### config.mk
export PLATFORM = sky130hd
export DESIGN_NAME = aqc_quad_config
export DESIGN_NICKNAME = d
export VERILOG_FILES = /design/src/hw/aqc_pkg.sv /design/src/hw/aqc_channel_decode.sv /design/src/hw/aqc_quad_config.sv
export SDC_FILE = /design/constraint.sdc
export NUM_CORES = 1
export LEC_CHECK = 0
export BUFFER_PORTS_ARGS = -buffer_cell sky130_fd_sc_hd__buf_2
export CAP_MARGIN = 40
export CORE_UTILIZATION = 45
export CTS_CLUSTER_DIAMETER = 60
export CTS_CLUSTER_SIZE = 28
export DETAILED_ROUTE_END_ITERATION = 8
export GPL_ROUTABILITY_DRIVEN = 0
export PLACE_DENSITY_LB_ADDON = 0.08
export RECOVER_POWER = 100
export SYNTH_ARGS = -nofsm -noshare
export SYNTH_HDL_FRONTEND = slang
export SYNTH_SLANG_ARGS = --single-unit
### constraint.sdc
create_clock -name core_clk -period 2.2 [get_ports core_clk]
set_input_delay 0.22 -clock core_clk [delete_from_list [all_inputs] [get_ports core_clk]]
set_output_delay 0.22 -clock core_clk [all_outputs]
set_load 0.05 [all_outputs]
### src/hw/aqc_pkg.sv
/*
 Package for the analog quad configuration decoder: register offsets,
 field positions, reset values and mux encodings.
 Assumes nothing of its surroundings.
*/
package aqc_pkg;
	// register byte addresses on the APB bus
	localparam logic [3:0] OFF_VOLTAGE = 4'h0;
	localparam logic [3:0] OFF_CURRENT = 4'h4;
	localparam logic [3:0] OFF_GATE = 4'h8;
	localparam logic [3:0] OFF_TEMP = 4'hC;
	// analog input channel byte fields
	localparam int SCALE_LSB = 0;
	localparam int SCALE_MSB = 2;
	localparam int MUX_LSB = 3;
	localparam int MUX_MSB = 4;
	localparam int CURMON_BIT = 4;
	localparam int DIRECT_BIT = 5;
	localparam int POLARITY_BIT = 6;
	localparam int PRESCALER_BIT = 7;
	// gate driver byte fields
	localparam int TMON_BIT = 0;
	localparam int DRIVE_LSB = 2;
	localparam int DRIVE_MSB = 3;
	localparam int GATE_POL_BIT = 6;
	localparam int HIGH_DRIVE_BIT = 7;
	// gate driver byte bits that exist; spares read as zero
	localparam logic [7:0] GATE_MASK = 8'hCD;
	// temperature byte: polarity bit has no function, reads zero
	localparam logic [7:0] TEMP_MASK = 8'hBF;
	// power-up defaults: 16 V range, prescaler path, all off
	localparam logic [7:0] RST_CHANNEL = 8'h00;
	localparam logic [7:0] RST_GATE = 8'h00;
	// mux routing codes
	typedef enum logic [1:0] {
		MUX_PRESCALER = 2'b00,
		MUX_DIRECT = 2'b01,
		MUX_MONITOR = 2'b10,
		MUX_INVALID = 2'b11
	} aqc_mux_t;
endpackage

### src/hw/aqc_channel_decode.sv
/*
 One analog input channel: decodes a configuration byte into the
 switch, mux, polarity and prescaler control lines, all registered.
 Assumes a byte held stable by the register bank.
*/
`timescale 1ns/1ps
`default_nettype none
module aqc_channel_decode (
	// clock and reset
	input wire logic core_clk,
	input wire logic rst,
	// configuration byte
	input wire logic [7:0] cfgByte,
	// decoded controls
	output logic [2:0] scaleSel,
	output logic adcFromPrescaler,
	output logic adcFromDirect,
	output logic adcFromMonitor,
	output logic directSwitchOn,
	output logic polarityNegative,
	output logic prescalerOn
);
	aqc_pkg::aqc_mux_t muxCode;
	assign muxCode = aqc_pkg::aqc_mux_t'(cfgByte[aqc_pkg::MUX_MSB:aqc_pkg::MUX_LSB]);

	// mux decode; invalid code routes nothing so two sources never short
	always_ff @(posedge core_clk or posedge rst) begin
		if (rst) begin
			adcFromPrescaler <= 1'b1;
			adcFromDirect <= 1'b0;
			adcFromMonitor <= 1'b0;
		end else begin
			unique case (muxCode)
				aqc_pkg::MUX_PRESCALER: begin
					adcFromPrescaler <= 1'b1;
					adcFromDirect <= 1'b0;
					adcFromMonitor <= 1'b0;
				end
				aqc_pkg::MUX_DIRECT: begin
					adcFromPrescaler <= 1'b0;
					adcFromDirect <= 1'b1;
					adcFromMonitor <= 1'b0;
				end
				aqc_pkg::MUX_MONITOR: begin
					adcFromPrescaler <= 1'b0;
					adcFromDirect <= 1'b0;
					adcFromMonitor <= 1'b1;
				end
				aqc_pkg::MUX_INVALID: begin
					adcFromPrescaler <= 1'b0;
					adcFromDirect <= 1'b0;
					adcFromMonitor <= 1'b0;
				end
			endcase
		end
	end

	// remaining per-channel controls
	always_ff @(posedge core_clk or posedge rst) begin
		if (rst) begin
			scaleSel <= 3'h0;
			directSwitchOn <= 1'b0;
			polarityNegative <= 1'b0;
			prescalerOn <= 1'b0;
		end else begin
			scaleSel <= cfgByte[aqc_pkg::SCALE_MSB:aqc_pkg::SCALE_LSB];
			directSwitchOn <= cfgByte[aqc_pkg::DIRECT_BIT];
			polarityNegative <= cfgByte[aqc_pkg::POLARITY_BIT];
			prescalerOn <= cfgByte[aqc_pkg::PRESCALER_BIT];
		end
	end
endmodule
`default_nettype wire

### src/hw/aqc_quad_config.sv
/*
 Analog quad configuration register bank with APB slave and decoders
 for the voltage, current and temperature channels and gate driver.
 Assumes an APB master on core_clk and a synchronous gate-drive-on input.
*/
// The address map and the APB slave port were chosen for this implementation.
`timescale 1ns/1ps
`default_nettype none
module aqc_quad_config (
	// clock and reset
	input wire logic core_clk,
	input wire logic rst,
	// apb slave
	input wire logic psel,
	input wire logic penable,
	input wire logic pwrite,
	input wire logic [31:0] paddr,
	input wire logic [31:0] pwdata,
	input wire logic [3:0] pstrb,
	output logic [31:0] prdata,
	output logic pready,
	output logic pslverr,
	// gate driver enable from fabric
	input wire logic gate_drive_on_input,
	// voltage channel controls
	output logic [2:0] voltageScale,
	output logic voltageAdcFromPrescaler,
	output logic voltageAdcFromDirect,
	output logic voltageAdcFromMonitor,
	output logic voltageDirectOn,
	output logic voltagePolarityNeg,
	output logic voltagePrescalerOn,
	output logic currentMonitorSwitchOn,
	// current channel controls
	output logic [2:0] currentScale,
	output logic currentAdcFromPrescaler,
	output logic currentAdcFromDirect,
	output logic currentAdcFromMonitor,
	output logic currentDirectOn,
	output logic currentPolarityNeg,
	output logic currentPrescalerOn,
	// temperature channel controls
	output logic [2:0] tempScale,
	output logic tempAdcFromPrescaler,
	output logic tempAdcFromDirect,
	output logic tempAdcFromMonitor,
	output logic tempDirectOn,
	output logic tempPolarityNeg,
	output logic tempPrescalerOn,
	// gate driver controls
	output logic [1:0] gateLowCurrentSel,
	output logic gatePolarityNeg,
	output logic gateLowDriveOn,
	output logic gateHighDriveOn,
	output logic temp_monitor_power_ctl
);
	logic [7:0] voltage_channel_config;
	logic [7:0] current_channel_config;
	logic [7:0] gate_driver_config;
	logic [7:0] temperature_channel_config;
	logic access;
	logic wrStrobe;
	logic addrHit;
	logic [3:0] regAddr;
	logic [7:0] next_readByte;

	assign regAddr = paddr[3:0];
	assign access = psel && penable;
	assign wrStrobe = access && pwrite && pstrb[0] && addrHit;
	assign addrHit = (paddr[31:4] == 28'h0000000) &&
		(regAddr == aqc_pkg::OFF_VOLTAGE || regAddr == aqc_pkg::OFF_CURRENT ||
		regAddr == aqc_pkg::OFF_GATE || regAddr == aqc_pkg::OFF_TEMP);

	// register writes; bytes keep power-up defaults until written
	always_ff @(posedge core_clk or posedge rst) begin
		if (rst) begin
			voltage_channel_config <= aqc_pkg::RST_CHANNEL;
			current_channel_config <= aqc_pkg::RST_CHANNEL;
			gate_driver_config <= aqc_pkg::RST_GATE;
			temperature_channel_config <= aqc_pkg::RST_CHANNEL;
		end else if (wrStrobe) begin
			unique case (regAddr)
				aqc_pkg::OFF_VOLTAGE: voltage_channel_config <= pwdata[7:0];
				aqc_pkg::OFF_CURRENT: current_channel_config <= pwdata[7:0];
				aqc_pkg::OFF_GATE: gate_driver_config <= pwdata[7:0] & aqc_pkg::GATE_MASK;
				// polarity bit forced zero: pad only takes positive input
				aqc_pkg::OFF_TEMP: begin
					temperature_channel_config <= pwdata[7:0] & aqc_pkg::TEMP_MASK;
				end
				default: begin
				end
			endcase
		end
	end

	// read mux for the addressed byte
	always_comb begin
		next_readByte = 8'h00;
		unique case (regAddr)
			aqc_pkg::OFF_VOLTAGE: next_readByte = voltage_channel_config;
			aqc_pkg::OFF_CURRENT: next_readByte = current_channel_config;
			aqc_pkg::OFF_GATE: next_readByte = gate_driver_config;
			aqc_pkg::OFF_TEMP: next_readByte = temperature_channel_config;
			default: next_readByte = 8'h00;
		endcase
	end

	// apb answer: no wait state, ready registered off the setup phase so outputs stay registered
	always_ff @(posedge core_clk or posedge rst) begin
		if (rst) begin
			pready <= 1'b0;
			pslverr <= 1'b0;
			prdata <= 32'h00000000;
		end else if (psel && !penable) begin
			pready <= 1'b1;
			pslverr <= !addrHit;
			prdata <= {24'h000000, addrHit ? next_readByte : 8'h00};
		end else begin
			pready <= 1'b0;
			pslverr <= 1'b0;
			prdata <= 32'h00000000;
		end
	end

	// voltage channel decode
	aqc_channel_decode uVoltage (
		.core_clk(core_clk),
		.rst(rst),
		.cfgByte(voltage_channel_config),
		.scaleSel(voltageScale),
		.adcFromPrescaler(voltageAdcFromPrescaler),
		.adcFromDirect(voltageAdcFromDirect),
		.adcFromMonitor(voltageAdcFromMonitor),
		.directSwitchOn(voltageDirectOn),
		.polarityNegative(voltagePolarityNeg),
		.prescalerOn(voltagePrescalerOn)
	);

	// current channel decode
	aqc_channel_decode uCurrent (
		.core_clk(core_clk),
		.rst(rst),
		.cfgByte(current_channel_config),
		.scaleSel(currentScale),
		.adcFromPrescaler(currentAdcFromPrescaler),
		.adcFromDirect(currentAdcFromDirect),
		.adcFromMonitor(currentAdcFromMonitor),
		.directSwitchOn(currentDirectOn),
		.polarityNegative(currentPolarityNeg),
		.prescalerOn(currentPrescalerOn)
	);

	// temperature channel; range limits left to software
	aqc_channel_decode uTemp (
		.core_clk(core_clk),
		.rst(rst),
		.cfgByte(temperature_channel_config),
		.scaleSel(tempScale),
		.adcFromPrescaler(tempAdcFromPrescaler),
		.adcFromDirect(tempAdcFromDirect),
		.adcFromMonitor(tempAdcFromMonitor),
		.directSwitchOn(tempDirectOn),
		.polarityNegative(tempPolarityNeg),
		.prescalerOn(tempPrescalerOn)
	);

	// current monitor switch lives in the voltage byte
	always_ff @(posedge core_clk or posedge rst) begin
		if (rst) begin
			currentMonitorSwitchOn <= 1'b0;
		end else begin
			currentMonitorSwitchOn <= voltage_channel_config[aqc_pkg::CURMON_BIT];
		end
	end

	// gate driver; enable input gates both drive modes
	always_ff @(posedge core_clk or posedge rst) begin
		if (rst) begin
			gateLowCurrentSel <= 2'h0;
			gatePolarityNeg <= 1'b0;
			gateLowDriveOn <= 1'b0;
			gateHighDriveOn <= 1'b0;
			temp_monitor_power_ctl <= 1'b0;
		end else begin
			gateLowCurrentSel <= gate_driver_config[aqc_pkg::DRIVE_MSB:aqc_pkg::DRIVE_LSB];
			gatePolarityNeg <= gate_driver_config[aqc_pkg::GATE_POL_BIT];
			gateLowDriveOn <= gate_drive_on_input &&
				!gate_driver_config[aqc_pkg::HIGH_DRIVE_BIT];
			gateHighDriveOn <= gate_drive_on_input &&
				gate_driver_config[aqc_pkg::HIGH_DRIVE_BIT];
			temp_monitor_power_ctl <= gate_driver_config[aqc_pkg::TMON_BIT];
		end
	end
endmodule
`default_nettype wire

==> results of run 1 <==
==> how the worst max path moves through the flow <==
stage | to | depth (start not counted) | from | slack, ns
4_1_cts | temperature_channel_config[1] | 6 | paddr[26] | 0.40
3_5_place_dp | temperature_channel_config[5] | 6 | paddr[26] | 0.04
2_1_floorplan | currentMonitorSwitchOn | 1 | rst | 0.19
6_report | current_channel_config[3] | 6 | paddr[26] | 0.30
3_3_place_gp | gate_driver_config[2] | 5 | paddr[25] | 0.06
5_1_grt | voltage_channel_config[3] | 6 | paddr[25] | 0.15
==> state kept, by name, indices dropped and copies added, names as in the netlist, 2 cells and up <==
name / cells
temperature_channel_config: 7
uVoltage.scaleSel: 3
current_channel_config: 8
prdata: 8
voltage_channel_config: 8
gate_driver_config: 5
gateLowCurrentSel: 2
uCurrent.scaleSel: 3
uTemp.scaleSel: 3
==> metal layers <==
layer  vias to the layer above  track usage [%]
met5                         -                0
met4                         0             12.1
met3                        13             3.48
met2                        89             30.0
met1                       826             19.4
li1                        819                -
==> timing repair <==
action	4_1_cts	5_1_grt
gates resized for setup	0	0
setup endpoints to repair	0	0
hold endpoints to repair	13	0
hold buffers	1	0
==> final cells by class <==
cell class | instances | area, um^2
Clock buffer | 10 | 138
Clock inverter | 6 | 60.1
Fill cell | 561 | 2530
Inverter | 3 | 11.3
Multi-Input combinational cell | 111 | 877
Sequential cell | 71 | 1780
Tap cell | 75 | 93.8
Timing Repair Buffer | 99 | 465
==> logic make-up after synthesis <==
| kind of cell | share of synthesized area, % |
|---|---|
| flip-flops | 63.7 |
| AND/OR/NAND/NOR | 12.1 |
| multiplexers | 15.9 |
| buffers and inverters | 7.39 |
| AO/OA/AOI/OAI | 0.761 |
| other | 0.134 |
==> power by group through the flow <==
| stage | Combinational, W | Clock, W | Sequential (W) |
|---|---|---|---|
| 2_1_floorplan | 0.000168 | 0 | 0.00134 |
| 3_3_place_gp | 0.000211 | 0 | 0.00133 |
| 3_5_place_dp | 0.000211 | 0 | 0.00133 |
| 4_1_cts | 0.000212 | 0.00105 | 0.00131 |
| 5_1_grt | 0.000224 | 0.00110 | 0.00131 |
| 6_report | 0.000207 | 0.00102 | 0.00131 |
==> through the flow <==
step / cell area [um^2] / hold slack, ns / utilization (%) / std cells
3_3_place_gp: 3310 / 0.197 / 55.6 / 358
4_1_cts: 3520 / 0.0845 / 59.1 / 375
3_5_place_dp: 3310 / 0.193 / 55.6 / 358
6_report: 3430 / 0.101 / 57.5 / 375
2_1_floorplan: 2890 / 0.349 / - / 212
5_1_grt: 3430 / 0.0958 / 57.5 / 375
==> cells in the final DEF, fill, tap and decap left out, types with 2 or more instances in the layout <==
master                       count
sky130_fd_sc_hd__and2_0          3
sky130_fd_sc_hd__and2_1          6
sky130_fd_sc_hd__buf_2          46
sky130_fd_sc_hd__buf_4           3
sky130_fd_sc_hd__clkbuf_1       46
sky130_fd_sc_hd__clkbuf_2        2
sky130_fd_sc_hd__clkbuf_8       10
sky130_fd_sc_hd__clkinv_2        3
sky130_fd_sc_hd__clkinvlp_4      2
sky130_fd_sc_hd__conb_1         25
sky130_fd_sc_hd__dfrtp_1        68
sky130_fd_sc_hd__dfstp_2         3
sky130_fd_sc_hd__inv_1           3
sky130_fd_sc_hd__mux2_2         28
sky130_fd_sc_hd__mux2i_1         4
sky130_fd_sc_hd__mux4_2          4
sky130_fd_sc_hd__nand2_1         2
sky130_fd_sc_hd__nand2b_1        3
sky130_fd_sc_hd__nand3_1         3
sky130_fd_sc_hd__nor2_1          7
sky130_fd_sc_hd__nor2b_1         7
sky130_fd_sc_hd__nor4_1          8
sky130_fd_sc_hd__nor4_4          2
sky130_fd_sc_hd__o21ai_0         3
==> impl_results.html, run 1 <==
<table>
<tr><th>Metric</th><th>Value</th></tr>
<tr><th colspan="2">Logic synthesis</th></tr>
<tr><td>Fraction of synthesized cell area taken by the top area cell type</td><td>about three fifths</td></tr>
<tr><td>YS warnings</td><td>0</td></tr>
<tr><td>Dominant cell type by area after synthesis</td><td>sky130_fd_sc_hd__dfrtp_1</td></tr>
<tr><td>Seq/Total Area, Yosys</td><td>63.7%</td></tr>
<tr><td>Register bit count reported by yosys</td><td>71</td></tr>
<tr><td>Syn avg cell area</td><td>around 15 um^2</td></tr>
<tr><td>Leading cell types by count after synthesis</td><td>68 x sky130_fd_sc_hd__dfrtp_1, 28 x sky130_fd_sc_hd__mux2_2, 25 x sky130_fd_sc_hd__buf_4</td></tr>
<tr><td>Most area-consuming cells after synthesis</td><td>sky130_fd_sc_hd__dfrtp_1 61%, sky130_fd_sc_hd__mux2_2 11%, sky130_fd_sc_hd__buf_4 6.7%</td></tr>
<tr><td>Async set-reset flop share out of synthesis</td><td>100%</td></tr>
<tr><td>Count of different cell masters after synthesis</td><td>23</td></tr>
<tr><td>Most numerous cell in the Yosys netlist</td><td>sky130_fd_sc_hd__dfrtp_1</td></tr>
<tr><td>Netlist area before placement</td><td>2800 um^2</td></tr>
<tr><td>Cell count after synthesis</td><td>188</td></tr>
<tr><td>Post-synth top flop</td><td>sky130_fd_sc_hd__dfrtp_1</td></tr>
<tr><td>Count of flip-flops with a built-in enable after synthesis</td><td>0</td></tr>
<tr><th colspan="2">Placement</th></tr>
<tr><td>Port Buffers</td><td>89</td></tr>
<tr><td>Hpwl dp</td><td>3.64 mm</td></tr>
<tr><td>Pre-CTS setup slack</td><td>0.0406 ns</td></tr>
<tr><th colspan="2">Floorplanning</th></tr>
<tr><td>Die outline area</td><td>around 6500 um^2</td></tr>
<tr><td>Number of cell rows</td><td>28</td></tr>
<tr><td>Die width</td><td>roughly 81 um</td></tr>
<tr><td>Ports</td><td>142</td></tr>
<tr><td>Initial core utilization</td><td>a little under half</td></tr>
<tr><td>Die extent in y</td><td>80.8 um</td></tr>
<tr><td>Std-Cell Core Area</td><td>5960 um^2</td></tr>
<tr><th colspan="2">Clock tree</th></tr>
<tr><td>CTS Sinks</td><td>71</td></tr>
<tr><td>Root buffer cell</td><td>sky130_fd_sc_hd__clkbuf_8</td></tr>
<tr><td>Reg clk slew, reported paths</td><td>0.07 ns</td></tr>
<tr><td>Clock Latency Late Sink</td><td>0.34 ns</td></tr>
<tr><td>Clock buffer depth</td><td>2</td></tr>
<tr><td>Num CTS Buffers</td><td>9</td></tr>
<tr><td>Count of H-tree levels built during CTS</td><td>3</td></tr>
<tr><td>Post-CTS Repair Setup Buffers</td><td>0</td></tr>
<tr><td>CTS tree</td><td>built</td></tr>
<tr><th colspan="2">Pwr</th></tr>
<tr><td>Psw</td><td>~0.00063 W</td></tr>
<tr><td>Power Internal</td><td>0.00190 W</td></tr>
<tr><td>Areal power density over the cells</td><td>740 nW/um^2</td></tr>
<tr><td>Proportion of power drawn by combinational gates</td><td>8.2%</td></tr>
<tr><td>Reg power frac</td><td>51.6%</td></tr>
<tr><td>Share of total power in the clock network</td><td>40.2%</td></tr>
<tr><td>Max rail drop VDD</td><td>~0.00036 V</td></tr>
<tr><td>Leakage</td><td>1.77 nW</td></tr>
<tr><td>Net Sw Frac</td><td>25.0%</td></tr>
<tr><td>Post-layout total power</td><td>approximately 0.0025 W</td></tr>
<tr><th colspan="2">Detailed routing</th></tr>
<tr><td>Highest routed layer</td><td>met4</td></tr>
<tr><td>Routed length per placed instance</td><td>13.6 um</td></tr>
<tr><td>Met3 wire length</td><td>348 um</td></tr>
<tr><td>Routed length on met2</td><td>2.58 mm</td></tr>
<tr><td>Count of unresolved DRC violations after routing</td><td>0</td></tr>
<tr><td>DR vias/cell</td><td>4.66</td></tr>
<tr><td>Routed length on met1</td><td>a little over 2 mm</td></tr>
<tr><td>Iter 0 DRT Violations</td><td>38</td></tr>
<tr><td>Total number of vias</td><td>1747</td></tr>
<tr><td>Antenna violation net count after detailed routing</td><td>0</td></tr>
<tr><td>Wirelength, routed</td><td>5.10 mm</td></tr>
<tr><td>Iteration count of the initial detailed-routing pass</td><td>3</td></tr>
<tr><th colspan="2">Setup path</th></tr>
<tr><td>Largest stage delay on the critical path</td><td>0.51 ns</td></tr>
<tr><td>Slowest cell on the critical path</td><td>sky130_fd_sc_hd__nor4_1</td></tr>
<tr><td>Crit. End Element</td><td>register</td></tr>
<tr><td>Number of buffers and inverters on the critical path</td><td>2</td></tr>
<tr><td>Kind of critical path</td><td>input port to register</td></tr>
<tr><td>Dominant cell type by count on the critical path</td><td>sky130_fd_sc_hd__nor4_1</td></tr>
<tr><td>Arrival @ worst endpoint</td><td>2.12 ns</td></tr>
<tr><td>FF-to-FF End</td><td>prdata[3]</td></tr>
<tr><td>Launching element type of the critical path</td><td>input port</td></tr>
<tr><td>Top cell family by delay on the critical path</td><td>simple AND/OR/NAND/NOR gates</td></tr>
<tr><td>CP cell instances</td><td>buf_2, nor4_1, nand4_1, nor4_1, buf_4, mux2_2</td></tr>
<tr><td>R2r setup slk</td><td>1.04 ns</td></tr>
<tr><td>Worst flop-to-flop path startpoint</td><td>current_channel_config[3]</td></tr>
<tr><td>Data required time at the worst endpoint</td><td>2.42 ns</td></tr>
<tr><td>Highest net fanout along the worst path</td><td>6</td></tr>
<tr><td>R2r worst-path depth</td><td>2</td></tr>
<tr><th colspan="2">GRT</th></tr>
<tr><td>Number of global-route vias before repair</td><td>1695</td></tr>
<tr><td>Gr usage total</td><td>17.5%</td></tr>
<tr><td>Wire length of the first global-routing pass</td><td>between 8 and 9 mm</td></tr>
<tr><td>Initial antenna violation count</td><td>0</td></tr>
<tr><td>Overflow left after global routing</td><td>0</td></tr>
<tr><td>Maximum number of pins on one net before global-route repair</td><td>43</td></tr>
<tr><th colspan="2">Run status</th></tr>
<tr><td>Run status</td><td>finished, final reports clean</td></tr>
<tr><th colspan="2">Cells and area</th></tr>
<tr><td>Fin nets</td><td>369</td></tr>
<tr><td>Area growth from synthesis to layout</td><td>22.6%</td></tr>
<tr><td>Total inserted antenna cells</td><td>0</td></tr>
<tr><td>Layout cell share with drive strength beyond 1</td><td>35.7%</td></tr>
<tr><th colspan="2">Flow run</th></tr>
<tr><td>Count of maximum capacitance violations</td><td>0</td></tr>
<tr><th colspan="2">Worst hold path</th></tr>
<tr><td>Hold path startpoint</td><td>gate_drive_on_input</td></tr>
<tr><td>Instance count along the most critical hold path</td><td>2</td></tr>
<tr><td>Terminating pin of the worst hold path</td><td>gateHighDriveOn</td></tr>
<tr><td>Hold crit path type</td><td>input port to register</td></tr>
<tr><th colspan="2">STA</th></tr>
<tr><td>Pin slew with the least headroom to its limit</td><td>0.876 ns</td></tr>
<tr><td>Total negative slack</td><td>0 ns</td></tr>
<tr><td>Fmax achieved</td><td>~530 MHz</td></tr>
<tr><td>Share of the clock period used by the worst path</td><td>86.3%</td></tr>
<tr><td>Setup clock skew after layout</td><td>0.00568 ns</td></tr>
<tr><td>Tightest slew margin relative to the limit</td><td>41.6%</td></tr>
<tr><td>Shortest clock period the worst path allows after layout</td><td>around 1.9 ns</td></tr>
<tr><td>Smallest setup slack after layout</td><td>0.302 ns</td></tr>
<tr><td>Number of max-slew violations in the final report</td><td>0</td></tr>
<tr><td>Final setup vio count</td><td>0</td></tr>
<tr><td>Final hold violation count</td><td>0</td></tr>
<tr><td>Setup repair after global routing missed its margin</td><td>no</td></tr>
</table>
Power figures use the tool's default switching activity.
==> run 2, diff against run 1 <==
Settings changed: CORE_MARGIN set to 10, CORE_UTILIZATION 45 to 37.
==> impl_results.html, run 2 (synthesis gave the netlist of run 1 again) <==
<table>
<tr><th>Metric</th><th>Value</th></tr>
<tr><th colspan="2">Run status</th></tr>
<tr><td>Run status</td><td>finished, final reports clean</td></tr>
<tr><th colspan="2">STA</th></tr>
<tr><td>Share of the clock period used by the worst path</td><td>a little under 90%</td></tr>
<tr><td>Number of max-slew violations in the final report</td><td>0</td></tr>
<tr><td>Fmax achieved</td><td>approximately 520 MHz</td></tr>
<tr><td>Pin slew with the least headroom to its limit</td><td>0.928 ns</td></tr>
<tr><td>Setup repair after global routing missed its margin</td><td>no</td></tr>
<tr><td>Final setup vio count</td><td>0</td></tr>
<tr><td>Tightest slew margin relative to the limit</td><td>38.1%</td></tr>
<tr><td>Shortest clock period the worst path allows after layout</td><td>~1.9 ns</td></tr>
<tr><td>Total negative slack</td><td>0 ns</td></tr>
<tr><td>Setup clock skew after layout</td><td>0.00772 ns</td></tr>
<tr><td>Final hold violation count</td><td>0</td></tr>
<tr><th colspan="2">GRT</th></tr>
<tr><td>Initial antenna violation count</td><td>0</td></tr>
<tr><td>Overflow left after global routing</td><td>0</td></tr>
<tr><td>Number of global-route vias before repair</td><td>about 2.0k</td></tr>
<tr><td>Wire length of the first global-routing pass</td><td>9.78 mm</td></tr>
<tr><td>Maximum number of pins on one net before global-route repair</td><td>72</td></tr>
<tr><td>Gr usage total</td><td>approximately 11%</td></tr>
<tr><th colspan="2">Detailed routing</th></tr>
<tr><td>Iteration count of the initial detailed-routing pass</td><td>3</td></tr>
<tr><td>Routed length on met1</td><td>2.75 mm</td></tr>
<tr><td>Antenna violation net count after detailed routing</td><td>0</td></tr>
<tr><td>Highest routed layer</td><td>met4</td></tr>
<tr><td>Routed length on met2</td><td>2.86 mm</td></tr>
<tr><td>Wirelength, routed</td><td>6.26 mm</td></tr>
<tr><td>Total number of vias</td><td>between 1.5k and 2k</td></tr>
<tr><td>Routed length per placed instance</td><td>15.8 um</td></tr>
<tr><td>Met3 wire length</td><td>552 um</td></tr>
<tr><td>Iter 0 DRT Violations</td><td>63</td></tr>
<tr><td>Count of unresolved DRC violations after routing</td><td>0</td></tr>
<tr><td>DR vias/cell</td><td>4.38</td></tr>
<tr><th colspan="2">Cells and area</th></tr>
<tr><td>Most frequent cells in the layout</td><td>68 x sky130_fd_sc_hd__dfrtp_1, 47 x sky130_fd_sc_hd__clkbuf_1, 46 x sky130_fd_sc_hd__buf_2</td></tr>
<tr><td>Total inserted antenna cells</td><td>0</td></tr>
<tr><td>Registers with the most flip-flops</td><td>current_channel_config: 8 flops, prdata: 8 flops, voltage_channel_config: 8 flops</td></tr>
<tr><td>Number of fill cells in the layout</td><td>715</td></tr>
<tr><td>Final Core Density</td><td>47.3%</td></tr>
<tr><td>Filler-free cell count of the finished design</td><td>395</td></tr>
<tr><td>Area growth from synthesis to layout</td><td>23.3%</td></tr>
<tr><td>Leading cell type in the layout, fill and taps excluded</td><td>sky130_fd_sc_hd__dfrtp_1</td></tr>
<tr><td>Fin nets</td><td>around 370</td></tr>
<tr><td>Layout cell share with drive strength beyond 1</td><td>around a third</td></tr>
<tr><th colspan="2">Floorplanning</th></tr>
<tr><td>Ports</td><td>142</td></tr>
<tr><td>Number of cell rows</td><td>31</td></tr>
<tr><td>Std-Cell Core Area</td><td>around 7300 um^2</td></tr>
<tr><td>Die extent in y</td><td>107 um</td></tr>
<tr><td>Die width</td><td>around 110 um</td></tr>
<tr><td>Initial core utilization</td><td>38.3%</td></tr>
<tr><td>Die outline area</td><td>11400 um^2</td></tr>
<tr><th colspan="2">Clock tree</th></tr>
<tr><td>Reg clk slew, reported paths</td><td>0.07 ns</td></tr>
<tr><td>Root buffer cell</td><td>sky130_fd_sc_hd__clkbuf_8</td></tr>
<tr><td>Resize count post-CTS</td><td>0</td></tr>
<tr><td>Post-CTS Repair Setup Buffers</td><td>0</td></tr>
<tr><td>Clock Latency Late Sink</td><td>0.33 ns</td></tr>
<tr><td>Num CTS Buffers</td><td>9</td></tr>
<tr><td>Clock buffer depth</td><td>2</td></tr>
<tr><td>CTS Sinks</td><td>71</td></tr>
<tr><td>Count of H-tree levels built during CTS</td><td>3</td></tr>
<tr><td>CTS tree</td><td>built</td></tr>
<tr><th colspan="2">Setup path</th></tr>
<tr><td>Arrival @ worst endpoint</td><td>2.13 ns</td></tr>
<tr><td>Worst flop-to-flop path startpoint</td><td>temperature_channel_config[3]</td></tr>
<tr><td>Kind of critical path</td><td>input port to register</td></tr>
<tr><td>FF-to-FF End</td><td>prdata[3]</td></tr>
<tr><td>Highest net fanout along the worst path</td><td>7</td></tr>
<tr><td>Launching element type of the critical path</td><td>input port</td></tr>
<tr><td>Crit. End Element</td><td>register</td></tr>
<tr><td>R2r setup slk</td><td>1.03 ns</td></tr>
<tr><td>Data required time at the worst endpoint</td><td>around 2.4 ns</td></tr>
<tr><td>R2r worst-path depth</td><td>2</td></tr>
<tr><th colspan="2">Pwr</th></tr>
<tr><td>Areal power density over the cells</td><td>roughly 730 nW/um^2</td></tr>
<tr><td>Leakage</td><td>1.77 nW</td></tr>
<tr><td>Max rail drop VDD</td><td>just under 0.0003 V</td></tr>
<tr><td>Post-layout total power</td><td>0.00252 W</td></tr>
<tr><th colspan="2">Worst hold path</th></tr>
<tr><td>Instance count along the most critical hold path</td><td>2</td></tr>
<tr><td>Terminating pin of the worst hold path</td><td>gateHighDriveOn</td></tr>
<tr><td>Hold crit path type</td><td>input port to register</td></tr>
<tr><td>Hold path startpoint</td><td>gate_drive_on_input</td></tr>
<tr><th colspan="2">Placement</th></tr>
<tr><td>Hpwl dp</td><td>4.62 mm</td></tr>
<tr><td>Port Buffers</td><td>89</td></tr>
<tr><td># placed instances</td><td>378</td></tr>
<tr><th colspan="2">Flow run</th></tr>
<tr><td>Count of maximum capacitance violations</td><td>0</td></tr>
</table>
[run 2: timing repair]
action | in CTS | in global routing
hold buffers | 1 | 0
setup endpoints to repair | 0 | 0
endpoints found under the hold margin | 68 | 0
[run 2: final cells by class]
type	instances	area [um^2]	area share [%]
well taps	99	124	3.59
inverters	3	11.3	0.327
multi-input cells	111	892	25.9
clock inverters	3	43.8	1.27
clock buffers	13	149	4.32
repair buffers	95	445	12.9
flip-flops and latches	71	1780	51.7
[run 2: metal layers]
metal  vias up  GRT usage (%)
met1       831           12.2
met5         -              0
li1        808              -
met4         0           4.35
met3         6           6.05
met2        87           17.1
[run 2: per-stage QoR]
stage / area, um^2 / setup slack [ns] / hold WS, ns
finish: 3450 / 0.275 / 0.116
CTS: 3520 / 0.406 / 0.0968
floorplan: 2890 / 0.188 / 0.349
global route: 3450 / 0.141 / 0.114
detailed placement: 3320 / 0.0208 / 0.330
global placement: 3320 / 0.0869 / 0.333
[run 2: how the worst max path moves through the flow]
stage | start | endpoint | slack, ns
2_1_floorplan | rst | currentMonitorSwitchOn | 0.19
3_3_place_gp | paddr[26] | gate_driver_config[7] | 0.09
3_5_place_dp | paddr[9] | gate_driver_config[3] | 0.02
4_1_cts | paddr[18] | gate_driver_config[6] | 0.41
5_1_grt | paddr[6] | temperature_channel_config[1] | 0.14
6_report | paddr[9] | temperature_channel_config[2] | 0.28
[run 2: worst max-delay path, stage by stage]
cell	delay, ns
sky130_fd_sc_hd__buf_2	0.09
sky130_fd_sc_hd__nor4_1	0.29
sky130_fd_sc_hd__nand4_1	0.49
sky130_fd_sc_hd__nor4_4	0.38
sky130_fd_sc_hd__clkbuf_2	0.29
sky130_fd_sc_hd__mux2_2	0.36
[run 2: power by group]
part	switching [W]	total (W)	internal (W)
combinational	0.000165	0.000206	0.0000416
sequential	0.000000770	0.00131	0.00131
clock	0.000445	0.00100	0.000557
total	0.000610	0.00252	0.00191
